<file path="src/shared/sfc_pkg.sv">
`default_nettype none
package sfc_pkg;

	// ==========================================================
	// Geometry.
	localparam int DATA_W   = 8;
	localparam int DEPTH    = 12;
	localparam int RD_W     = 8;
	localparam int RD_DEPTH = 12;
	localparam int ADDR_W   = 4;
	// Free-running counters wrap at a power of two above twice the depth.
	localparam int CNT_W    = 5;

	// ==========================================================
	// Storage blocks, cascaded in depth and in width.
	localparam int BLK_DEPTH = 8;
	localparam int BLK_AW    = 3;
	localparam int BLK_W     = 4;
	localparam int BLK_ROWS  = 2;
	localparam int BLK_COLS  = 2;

	// ==========================================================
	// Constants, thresholds and reset values.
	localparam logic [ADDR_W-1:0] LAST_ADDR   = 4'hb;
	localparam logic [CNT_W-1:0]  DEPTH_CNT   = 5'h0c;
	localparam logic [CNT_W-1:0]  AF_STATIC   = 5'h09;
	localparam logic [CNT_W-1:0]  AE_STATIC   = 5'h03;
	localparam logic [CNT_W-1:0]  RST_CNT     = 5'h00;
	localparam logic [ADDR_W-1:0] RST_ADDR    = 4'h0;
	localparam logic [DATA_W-1:0] RST_DATA    = 8'h00;
	localparam int                STAGE_DEPTH = 4;

	// ==========================================================
	// Gray conversion.
	function automatic logic [CNT_W-1:0] bin2gray(input logic [CNT_W-1:0] b);
		return b ^ (b >> 1);
	endfunction

	function automatic logic [CNT_W-1:0] gray2bin(input logic [CNT_W-1:0] g);
		logic [CNT_W-1:0] b;
		b = '0;
		for (int i = CNT_W - 1; i >= 0; i--)
		begin
			b[i] = (i == CNT_W - 1) ? g[i] : (b[i+1] ^ g[i]);
		end
		return b;
	endfunction

endpackage
`default_nettype wire

</file>
<file path="src/shared/sfc_stream_if.sv">
`timescale 1ns/1ps
`default_nettype none
interface sfc_stream_if #(parameter int W = 8);
	logic         valid;
	logic         ready;
	logic [W-1:0] data;
	modport source (output valid, output data, input ready);
	modport sink   (input valid, input data, output ready);
endinterface
`default_nettype wire

</file>
<file path="src/rtl/sfc_stage_fifo.sv">
`timescale 1ns/1ps
`default_nettype none
// ==========================================================
// Small staging FIFO; depth must be a power of two.
module sfc_stage_fifo #(
	parameter int W = 8,
	parameter int D = 4
) (
	// Clock and reset.
	input  wire logic     clk_sys,
	input  wire logic     rstn,
	// Streams.
	sfc_stream_if.sink    in_s,
	sfc_stream_if.source  out_s
);
	localparam int PW = $clog2(D);
	localparam int CW = $clog2(D + 1);

	logic [W-1:0]  mem [D];
	logic [PW-1:0] wptr;
	logic [PW-1:0] rptr;
	logic [CW-1:0] count;
	logic          push;
	logic          pop;

	assign in_s.ready  = (count != CW'(D));
	assign out_s.valid = (count != '0);
	assign out_s.data  = mem[rptr];
	assign push        = in_s.valid && in_s.ready;
	assign pop         = out_s.valid && out_s.ready;

	always_ff @(posedge clk_sys)
	begin
		if (push)
			mem[wptr] <= in_s.data;
	end

	always_ff @(posedge clk_sys or negedge rstn)
	begin
		if (!rstn)
		begin
			wptr  <= '0;
			rptr  <= '0;
			count <= '0;
		end
		else
		begin
			wptr  <= wptr + PW'(push);
			rptr  <= rptr + PW'(pop);
			count <= count + CW'(push) - CW'(pop);
		end
	end
endmodule
`default_nettype wire

</file>
<file path="src/rtl/sfc_fifo_ctrl.sv">
`timescale 1ns/1ps
`default_nettype none
module sfc_fifo_ctrl #(
	parameter bit DUAL_CLOCK     = 1'b0,
	parameter bit EXT_MEM        = 1'b0,
	parameter bit WR_WHEN_FULL   = 1'b0,
	parameter bit RD_WHEN_EMPTY  = 1'b0,
	parameter bit AF_DYNAMIC     = 1'b0,
	parameter bit AE_DYNAMIC     = 1'b0
) (
	// Clocks and reset.
	input  wire logic                        clk_sys,
	input  wire logic                        read_side_clock,
	input  wire logic                        rstn,
	// Write client.
	input  wire logic                        write_request,
	input  wire logic [sfc_pkg::DATA_W-1:0]  write_data,
	output logic                             write_ready,
	output logic                             write_accepted_strobe,
	output logic                             overflow,
	output logic                             full,
	output logic                             almost_full_flag,
	output logic [sfc_pkg::CNT_W-1:0]        write_level,
	input  wire logic [sfc_pkg::CNT_W-1:0]   almost_full_threshold_in,
	// Read client.
	input  wire logic                        read_request,
	output logic [sfc_pkg::RD_W-1:0]         read_data,
	output logic                             read_valid_strobe,
	output logic                             underflow,
	output logic                             empty,
	output logic                             almost_empty_flag,
	output logic [sfc_pkg::CNT_W-1:0]        read_level,
	input  wire logic [sfc_pkg::CNT_W-1:0]   almost_empty_threshold_in,
	// External memory.
	output logic [sfc_pkg::ADDR_W-1:0]       ext_mem_write_addr,
	output logic                             ext_mem_write_en,
	output logic [sfc_pkg::DATA_W-1:0]       ext_mem_write_data,
	output logic [sfc_pkg::ADDR_W-1:0]       ext_mem_read_addr,
	output logic                             ext_mem_read_en,
	input  wire logic [sfc_pkg::RD_W-1:0]    ext_mem_read_data
);
	// ==========================================================
	// Configuration check and clocks.
	if (sfc_pkg::DATA_W * sfc_pkg::DEPTH != sfc_pkg::RD_W * sfc_pkg::RD_DEPTH)
	begin : g_ratio
		$error("Write and read aspect ratios do not hold the same bits.");
	end

	logic rclk;
	// A plain mux keeps one code path; single clock collapses both domains.
	assign rclk = DUAL_CLOCK ? read_side_clock : clk_sys;

	// ==========================================================
	// Staging buffer in front of the write port.
	sfc_stream_if #(.W(sfc_pkg::DATA_W)) stg_in ();
	sfc_stream_if #(.W(sfc_pkg::DATA_W)) stg_out ();

	assign stg_in.valid = write_request;
	assign stg_in.data  = write_data;
	assign write_ready  = stg_in.ready;

	sfc_stage_fifo #(
		.W (sfc_pkg::DATA_W),
		.D (sfc_pkg::STAGE_DEPTH)
	) u_stage (
		.clk_sys (clk_sys),
		.rstn    (rstn),
		.in_s    (stg_in),
		.out_s   (stg_out)
	);

	// ==========================================================
	// Write side.
	logic [sfc_pkg::CNT_W-1:0]  wcnt;
	logic [sfc_pkg::CNT_W-1:0]  next_wcnt;
	logic [sfc_pkg::ADDR_W-1:0] waddr;
	logic [sfc_pkg::ADDR_W-1:0] next_waddr;
	logic [sfc_pkg::CNT_W-1:0]  rview_w;
	logic [sfc_pkg::CNT_W-1:0]  occ_w;
	logic [sfc_pkg::CNT_W-1:0]  af_thr;
	logic                       wr_store;
	logic                       wr_adv;

	// Words that stall here back-pressure the client through the staging buffer.
	assign stg_out.ready = !full || WR_WHEN_FULL;
	assign wr_store      = stg_out.valid && stg_out.ready;
	assign wr_adv        = stg_out.valid && !full;
	assign next_wcnt     = wcnt + sfc_pkg::CNT_W'(wr_adv);
	// Explicit wrap at the last address allows any depth.
	assign next_waddr    = !wr_adv ? waddr :
		(waddr == sfc_pkg::LAST_ADDR) ? sfc_pkg::RST_ADDR : waddr + 4'h1;
	assign occ_w         = next_wcnt - rview_w;
	assign af_thr        = AF_DYNAMIC ? almost_full_threshold_in : sfc_pkg::AF_STATIC;

	always_ff @(posedge clk_sys or negedge rstn)
	begin
		if (!rstn)
		begin
			wcnt  <= sfc_pkg::RST_CNT;
			waddr <= sfc_pkg::RST_ADDR;
		end
		else
		begin
			wcnt  <= next_wcnt;
			waddr <= next_waddr;
		end
	end

	always_ff @(posedge clk_sys or negedge rstn)
	begin
		if (!rstn)
		begin
			full             <= 1'b0;
			almost_full_flag <= 1'b0;
			write_level      <= sfc_pkg::RST_CNT;
		end
		else
		begin
			full             <= (occ_w == sfc_pkg::DEPTH_CNT);
			almost_full_flag <= (occ_w >= af_thr);
			write_level      <= occ_w;
		end
	end

	always_ff @(posedge clk_sys or negedge rstn)
	begin
		if (!rstn)
		begin
			write_accepted_strobe <= 1'b0;
			overflow              <= 1'b0;
		end
		else
		begin
			write_accepted_strobe <= wr_store;
			overflow              <= write_request && !stg_in.ready;
		end
	end

	// ==========================================================
	// Read side.
	logic [sfc_pkg::CNT_W-1:0]  rcnt;
	logic [sfc_pkg::CNT_W-1:0]  next_rcnt;
	logic [sfc_pkg::ADDR_W-1:0] raddr;
	logic [sfc_pkg::ADDR_W-1:0] next_raddr;
	logic [sfc_pkg::CNT_W-1:0]  wview_r;
	logic [sfc_pkg::CNT_W-1:0]  occ_r;
	logic [sfc_pkg::CNT_W-1:0]  ae_thr;
	logic [sfc_pkg::RD_W-1:0]   stage_q;
	logic                       rd_do;
	logic                       rd_adv;
	logic                       rd_pend;

	// An empty read in the permissive mode replays the head without moving.
	assign rd_do      = read_request && (!empty || RD_WHEN_EMPTY);
	assign rd_adv     = read_request && !empty;
	assign next_rcnt  = rcnt + sfc_pkg::CNT_W'(rd_adv);
	assign next_raddr = !rd_adv ? raddr :
		(raddr == sfc_pkg::LAST_ADDR) ? sfc_pkg::RST_ADDR : raddr + 4'h1;
	assign occ_r      = wview_r - next_rcnt;
	assign ae_thr     = AE_DYNAMIC ? almost_empty_threshold_in : sfc_pkg::AE_STATIC;

	always_ff @(posedge rclk or negedge rstn)
	begin
		if (!rstn)
		begin
			rcnt  <= sfc_pkg::RST_CNT;
			raddr <= sfc_pkg::RST_ADDR;
		end
		else
		begin
			rcnt  <= next_rcnt;
			raddr <= next_raddr;
		end
	end

	always_ff @(posedge rclk or negedge rstn)
	begin
		if (!rstn)
		begin
			empty             <= 1'b1;
			almost_empty_flag <= 1'b1;
			read_level        <= sfc_pkg::RST_CNT;
			underflow         <= 1'b0;
		end
		else
		begin
			empty             <= (occ_r == sfc_pkg::RST_CNT);
			almost_empty_flag <= (occ_r <= ae_thr);
			read_level        <= occ_r;
			underflow         <= read_request && !rd_do;
		end
	end

	// Two-stage read pipe: storage register, then the output register.
	always_ff @(posedge rclk or negedge rstn)
	begin
		if (!rstn)
		begin
			rd_pend           <= 1'b0;
			read_valid_strobe <= 1'b0;
			read_data         <= sfc_pkg::RST_DATA;
		end
		else
		begin
			rd_pend           <= rd_do;
			read_valid_strobe <= rd_pend;
			if (rd_pend)
				read_data <= stage_q;
		end
	end

	// ==========================================================
	// Pointer exchange between the domains.
	if (DUAL_CLOCK)
	begin : g_sync
		logic [sfc_pkg::CNT_W-1:0] wgray;
		logic [sfc_pkg::CNT_W-1:0] rgray;
		logic [sfc_pkg::CNT_W-1:0] wg_s1;
		logic [sfc_pkg::CNT_W-1:0] wg_s2;
		logic [sfc_pkg::CNT_W-1:0] rg_s1;
		logic [sfc_pkg::CNT_W-1:0] rg_s2;

		// Only one bit moves per step, so a torn sample is off by at most one.
		always_ff @(posedge clk_sys or negedge rstn)
		begin
			if (!rstn)
			begin
				wgray <= sfc_pkg::RST_CNT;
				rg_s1 <= sfc_pkg::RST_CNT;
				rg_s2 <= sfc_pkg::RST_CNT;
			end
			else
			begin
				wgray <= sfc_pkg::bin2gray(next_wcnt);
				rg_s1 <= rgray;
				rg_s2 <= rg_s1;
			end
		end

		always_ff @(posedge rclk or negedge rstn)
		begin
			if (!rstn)
			begin
				rgray <= sfc_pkg::RST_CNT;
				wg_s1 <= sfc_pkg::RST_CNT;
				wg_s2 <= sfc_pkg::RST_CNT;
			end
			else
			begin
				rgray <= sfc_pkg::bin2gray(next_rcnt);
				wg_s1 <= wgray;
				wg_s2 <= wg_s1;
			end
		end

		assign rview_w = sfc_pkg::gray2bin(rg_s2);
		assign wview_r = sfc_pkg::gray2bin(wg_s2);
	end
	else
	begin : g_direct
		// Same clock: each side sees the other's next count directly.
		assign rview_w = next_rcnt;
		assign wview_r = next_wcnt;
	end

	// ==========================================================
	// Storage.
	if (EXT_MEM)
	begin : g_ext
		assign ext_mem_write_addr = waddr;
		assign ext_mem_write_en   = wr_store;
		assign ext_mem_write_data = stg_out.data;
		assign ext_mem_read_addr  = raddr;
		assign ext_mem_read_en    = rd_do;
		// The external RAM answers one read-clock cycle after its enable.
		assign stage_q            = ext_mem_read_data;
	end
	else
	begin : g_int
		logic [sfc_pkg::RD_W-1:0]  row_q [sfc_pkg::BLK_ROWS];
		logic                      rrow;

		for (genvar g = 0; g < sfc_pkg::BLK_ROWS * sfc_pkg::BLK_COLS; g++)
		begin : g_blk
			localparam int ROW = g / sfc_pkg::BLK_COLS;
			localparam int COL = g % sfc_pkg::BLK_COLS;
			logic [sfc_pkg::BLK_W-1:0] cells [sfc_pkg::BLK_DEPTH];
			// Each block owns its output register, so no array has two writing processes.
			logic [sfc_pkg::BLK_W-1:0] blk_q;

			// Upper address bit selects the row of blocks.
			always_ff @(posedge clk_sys)
			begin
				if (wr_store && (waddr[sfc_pkg::ADDR_W-1] == 1'(ROW)))
					cells[waddr[sfc_pkg::BLK_AW-1:0]] <=
						stg_out.data[COL*sfc_pkg::BLK_W +: sfc_pkg::BLK_W];
			end

			always_ff @(posedge rclk)
			begin
				if (rd_do)
					blk_q <= cells[raddr[sfc_pkg::BLK_AW-1:0]];
			end

			assign row_q[ROW][COL*sfc_pkg::BLK_W +: sfc_pkg::BLK_W] = blk_q;
		end

		always_ff @(posedge rclk or negedge rstn)
		begin
			if (!rstn)
				rrow <= 1'b0;
			else if (rd_do)
				rrow <= raddr[sfc_pkg::ADDR_W-1];
		end

		assign stage_q            = row_q[rrow];
		assign ext_mem_write_addr = sfc_pkg::RST_ADDR;
		assign ext_mem_write_en   = 1'b0;
		assign ext_mem_write_data = sfc_pkg::RST_DATA;
		assign ext_mem_read_addr  = sfc_pkg::RST_ADDR;
		assign ext_mem_read_en    = 1'b0;
	end
endmodule
`default_nettype wire

</file>
<file path="config.mk">
export PLATFORM = sky130hd
export DESIGN_NAME = sfc_fifo_ctrl
export DESIGN_NICKNAME = d
export VERILOG_FILES = /design/src/shared/sfc_pkg.sv /design/src/shared/sfc_stream_if.sv /design/src/rtl/sfc_stage_fifo.sv /design/src/rtl/sfc_fifo_ctrl.sv
export SDC_FILE = /design/constraint.sdc
export NUM_CORES = 1
export LEC_CHECK = 0
export ABC_CLOCK_PERIOD_IN_PS = 3900
export BUFFER_PORTS_ARGS = -buffer_cell sky130_fd_sc_hd__buf_2
export CELL_PAD_IN_SITES_DETAIL_PLACEMENT = 1
export CELL_PAD_IN_SITES_GLOBAL_PLACEMENT = 2
export CORE_MARGIN = 3
export CORE_UTILIZATION = 40
export CTS_CLUSTER_DIAMETER = 100
export DETAILED_ROUTE_END_ITERATION = 12
export GPL_TIMING_DRIVEN = 0
export PLACE_DENSITY = 0.75
export SLEW_MARGIN = 5
export SYNTH_ARGS = -nofsm -noshare
export SYNTH_HDL_FRONTEND = slang
export SYNTH_SLANG_ARGS = --single-unit
export TNS_END_PERCENT = 100
</file>
<file path="constraint.sdc">
create_clock -name clk_sys -period 3.9 [get_ports clk_sys]
set_input_delay 0.195 -clock clk_sys [delete_from_list [all_inputs] [get_ports clk_sys]]
set_output_delay 0.195 -clock clk_sys [all_outputs]
set_load 0.03 [all_outputs]
</file>
Word-level counts from Yosys, hierarchy flattened
Memories as Yosys holds them, arrays and structs flattened. A register that Yosys moved wholly into a read port is not among the register bits.
Cells that the tools add are included.
Storage, ports and cells
  bits in writable memories: 160
  bits in registers: 48
  output and inout port bits: 45
  input port bits: 31
  logic and storage cells: 66
  bits in latches: 0
  bits in read-only memories: 0
  memories kept: 5
Memories
  g_int.g_blk[0].cells: words 8, bits a word 4, rd ports 1, clocked after memory_dff 1, write ports 1, line sfc_fifo_ctrl.sv:287  | logic [sfc_pkg::BLK_W-1:0] cells [sfc_pkg::BLK_DEPTH];
  g_int.g_blk[1].cells: words 8, bits a word 4, rd ports 1, clocked after memory_dff 1, write ports 1, line sfc_fifo_ctrl.sv:287
  g_int.g_blk[2].cells: words 8, bits a word 4, rd ports 1, clocked after memory_dff 1, write ports 1, line sfc_fifo_ctrl.sv:287
  g_int.g_blk[3].cells: words 8, bits a word 4, rd ports 1, clocked after memory_dff 1, write ports 1, line sfc_fifo_ctrl.sv:287
  u_stage.mem: words 4, bits a word 8, rd ports 1, clocked after memory_dff 0, write ports 1, line sfc_stage_fifo.sv:19  | logic [W-1:0] mem [D];
Operators by class
  $mul: 0
  muxes and demuxes: 11
  bitwise logic cells: 2
  shift-type cells: 0
  $lt $le $gt $ge: 3
  add/sub/neg operators: 9
  equality and inequality tests: 4
  reduce and logical (&&, ||, !) cells: 13
  div/mod/pow operators: 0
Operators by type and width (count)
  2-to-1 mux 8 bit: 3
  adder 5 x 1 -> 5 bit: 2
  adder 4 x 1 -> 4 bit, second input constant: 2
  equality test 4 bit, second input constant: 2
  2-to-1 mux 4 bit: 2
  logical AND 1 bit: 7
  2-to-1 mux 1 bit: 6
  equality test 5 x 4 -> 1 bit, second input constant: 1
  >= comparator 5 x 4 -> 1 bit, second input constant: 1
  less-or-equal comparator 5 x 2 -> 1 bit, second input constant: 1
  logical NOT 5 bit: 1
  subtractor 5 bit: 1
  adder 2 x 1 -> 2 bit: 2
  logical NOT 1 bit: 4
  adder 3 x 1 -> 3 bit: 1
  inequality test 3 bit, second input constant: 1
  nonzero test 3 bit: 1
  subtractor 3 x 1 -> 3 bit: 1
  >= comparator 2 bit, second input constant: 1
  inverter 1 -> 2 bit: 1
  inverter 1 bit: 1

Logic depth before layout (Yosys ltp)
  word-level depth: 5
  gate-level depth with buffers: 14
  gate-level depth less buffers: 13

Hierarchy
From an unflattened synthesis, not the netlist that was laid out.
Second synthesis, totals
  cell total of the unflattened synthesis: 482
  area total of the unflattened synthesis: 8977.4 sq um
By module, submodules not included
  sfc_fifo_ctrl: cells each 408, times used 1, area an instance 7422.1 sq um, sequential area each 5352.6 sq um
  sfc_stage_fifo: cells each 74, times used 1, area an instance 1555.2 sq um, sequential area each 1136.1 sq um

Worst setup path before layout
Ideal clock, no wire load.
  path kind: register to register
  from: reg empty
  to: reg almost_empty_flag
  arrival: 3.277 ns
  setup time: 0.081 ns
  slack: 0.541 ns
  stages on the path, launching flop included: 12
  data required time: 3.819 ns
  period minus slack after synthesis: 3.359 ns
  buffers on the path: 1
  path through: dfstp_2 nor2b_1 clkbuf_1 ha_1 ha_1 xnor2_1 ha_1 a31o_2 a21o_2 xor2_2 or3b_1 a211oi_2
On the way
  longest elaborated chain between the ends: 5
RTL lines
  from (decl): line sfc_fifo_ctrl.sv:30  | output logic empty,
  from (signal assigned): line sfc_fifo_ctrl.sv:187  | empty <= (occ_r == sfc_pkg::RST_CNT);
  logical NOT 1 bit: line sfc_fifo_ctrl.sv:155  | assign rd_adv = read_request && !empty;
  logical AND 1 bit: line sfc_fifo_ctrl.sv:155
  via rd_adv: line sfc_fifo_ctrl.sv:150  | logic rd_adv;
  adder 5 x 1 -> 5 bit: line sfc_fifo_ctrl.sv:156  | assign next_rcnt = rcnt + sfc_pkg::CNT_W'(rd_adv);
  subtractor 5 bit: line sfc_fifo_ctrl.sv:159  | assign occ_r = wview_r - next_rcnt;
  via occ_r, one bit: line sfc_fifo_ctrl.sv:146  | logic [sfc_pkg::CNT_W-1:0] occ_r;
  less-or-equal comparator 5 x 2 -> 1 bit: line sfc_fifo_ctrl.sv:188  | almost_empty_flag <= (occ_r <= ae_thr);
  to (signal assigned): line sfc_fifo_ctrl.sv:188
  to (decl): line sfc_fifo_ctrl.sv:31  | output logic almost_empty_flag,
The timed path passes the listed nets, and every way through them passes these cells.
A chain may end at the register's enable or synchronous reset.

Worst setup path in the final report
Ends and elaborated chain as after synthesis.

==> key figures <==
Critical path
  • Critical Path Sink Type: register
  • Crit path launch: empty
  • WS Path Type: reg2reg
  • CP max FO: 25
  • CP Capture Point: almost_empty_flag
  • CP arrival: 3920 ps
  • Startpoint types: register
  • Required @ worst endpoint: 4320 ps
  • Reg2reg end: almost_empty_flag
  • R2R Path Start: empty
  • R2R cell count: 11
  • R2R setup slack: 400 ps

Yosys
  • #FFs+latches synth: 224
  • Yosys top cell area share: 59.5%
  • Yosys warnings: 0
  • Syn Inst Count: 483
  • Avg Cell Area, Syn: 18.4 um2
  • Post-Syn Area: 0.00889 mm2
  • Yosys top cell by area: edfxtp_1
  • EDFF count, synth: 176
  • Sequential share of the synthesized area: 73.0%
  • Top-count cell post-synth: edfxtp_1
  • Synth area leaders: edfxtp_1, dfrtp_1, mux4_2, mux2_2, ha_1
  • Async set-reset flop share out of synthesis: 21.4%
  • Ys flop type: edfxtp_1
  • Distinct cell type count after synthesis: 41
  • Commonest cells post-synth: edfxtp_1, dfrtp_1, mux4_2

Floorplan
  • Rows: 53
  • Die height: 155 um
  • Die Wd: 155 um
  • Ports: 76
  • Initial Util: 41.5%
  • Core Area: 0.0214 mm2
  • Die area: 0.0240 mm2

Detailed routing
  • Vias: 4409
  • Top Metal Used: met4
  • Iteration count of the initial detailed-routing pass: 4
  • Met2 routed WL: 8800 um
  • Wl on met1: 7650 um
  • DR WL met3: 1040 um
  • DR iter-0 viols: 243
  • DRT antenna net count: 0
  • WL final: 17800 um
  • Number of remaining DRC errors: 0
  • DR WL/cell: 20.5 um
  • Vias/cell: 5.07

Power and ir drop
  • Pleak: 3.82 nW
  • Worst VDD drop: 0.395 mV
  • Pwr Total: 9.50 mW
  • Power per cell area: 907 mW/mm2

Clock network
  • H-tree Lvls: 1
  • CTS max path bufs: 3
  • Sink Count: 224
  • CTS tree: yes
  • Clk slew on worst S/H paths: 60 ps
  • Cts bufs inserted: 24
  • Root Driver: clkbuf_16
  • Clk_lat worst skew: 500 ps

Placement
  • Placed cell count: 816
  • Placed wire-length estimate: 11600 um
  • GP Congestion: 0.713
  • IO buf count: 38

STA
  • Unrepaired setup endpoints after global routing: no
  • Slew Viols, Final: 0
  • Slew headroom: 26.3%
  • Final period util: 89.7%
  • TNS Setup: 0 ps
  • Worst slew pin tran: 1110 ps
  • F_max: 0.286 GHz
  • Post-layout minimum cycle time: 3500 ps
  • Endpoints failing hold: 0
  • Count of final setup violators: 0
  • Worst Skew: 6.13 ps
  • Hold slack: 376 ps

Run
  • Max Cap Violations: 0

Global routing
  • Vias in the first global route: 4836
  • Largest net degree at the start of global routing: 49
  • First-pass GRT wire length: 28100 um
  • Grt ovf: 0
  • GRT Util Overall: 15.2%
  • Initial antenna violation count: 0

Worst hold path
  • Worst hold path class: reg2reg
  • Hold Crit Start: rd_pend

Cells and area
  • Finished Core Util: 48.9%
  • Layout cells sized above 1: 30.1%
  • N_diodes: 0
  • Final Non-Filler Cells: 869
  • Fin nets: 624
  • Synthesis-to-finish area growth: 17.9%

Run status
  • Status: complete, no violations
## metrics by stage
stage               cell area [um2]  worst slack (ps)
global placement               9480               138
global route                  10500               214
CTS                           10400               171
finish                        10500               402
detailed placement             9530              1.98
floorplan                      8950               541
## state kept, by name (all words and copies together) (netlist names), 5 cells and up
name / cells
u_stage.mem: 32
g_int.g_blk.blk_q: 16
read_data: 8
read_level: 5
wcnt: 5
g_int.g_blk.cells: 128
rcnt: 5
## cells by family after synthesis
kind of cell | share of synthesized area, %
compound gates | 1.75
xor+xnor | 2.06
fa+ha+maj | 2.34
buf+inv | 3.42
flops | 73.0
mux | 13.4
other cells | 0.0422
simple gates | 3.94
## where the power goes
part | total, mW | leakage, nW | switching [mW] | internal, mW
combinational | 3.40 | 1.25 | 2.14 | 1.26
sequential | 3.81 | 2.17 | 0.228 | 3.58
clock | 2.29 | 0.392 | 0.888 | 1.40
total | 9.50 | 3.82 | 3.26 | 6.24
## worst max-delay path, stage by stage (launching register included)
cell      delay [ps]
dfstp_2          530
nor2b_1           40
clkbuf_2         370
ha_1             370
ha_1             220
xnor2_1          320
ha_1             320
a31o_2           240
a21o_2           220
xor2_2           180
or3b_1           390
a211oi_2         230
## what timing repair did
| item | 4_1_cts | 5_1_grt |
|---|---|---|
| hold buffers | 11 | 0 |
| endpoints found under the setup margin | 1 | 2 |
| setup buffers | 0 | 0 |
| cloned | 0 | 0 |
| hold endpoints to repair | 80 | 0 |
| resized for setup | 1 | 0 |
## worst min path at each step
stage	to	slack (ps)	cells past startpoint
6_report	read_valid_strobe	380	0
5_1_grt	read_valid_strobe	380	0
4_1_cts	read_valid_strobe	380	0
3_5_place_dp	read_valid_strobe	360	0
3_3_place_gp	read_valid_strobe	360	0
2_1_floorplan	almost_full_flag	-100	0
## layout make-up
cell class | instances | area, um2
buffer | 43 | 253
clock buffer | 30 | 664
clock inverter | 13 | 140
fill | 2011 | 10900
inverter | 13 | 48.8
multi-input combinational | 219 | 2210
sequential | 224 | 6490
tap | 275 | 344
timing repair buffer | 52 | 323
## cell usage in the layout, fill, tap and decap left out, types with 8 or more instances in the layout
master / Yosys / layout
dfrtp_1: 46 / 46
nor2_1: 22 / 22
mux2i_1: 9 / 9
nand2_1: 15 / 15
ha_1: 15 / 15
clkbuf_16: 0 / 25
conb_1: 1 / 18
inv_1: 13 / 13
xor2_1: 10 / 10
dlygate4sd3_1: 0 / 11
nor3_2: 0 / 8
xnor2_1: 9 / 9
mux4_2: 40 / 40
buf_4: 23 / 26
buf_2: 3 / 41
edfxtp_1: 176 / 176
mux2_2: 18 / 18
clkbuf_1: 17 / 18
a21oi_1: 9 / 9
## per-layer routing
layer	global-route usage, %	up-vias
li1	-	1989
met1	20.7	2289
met2	25.7	105
met3	2.67	26
met4	3.66	0
met5	0	-
(Power assumes the default switching activity.)
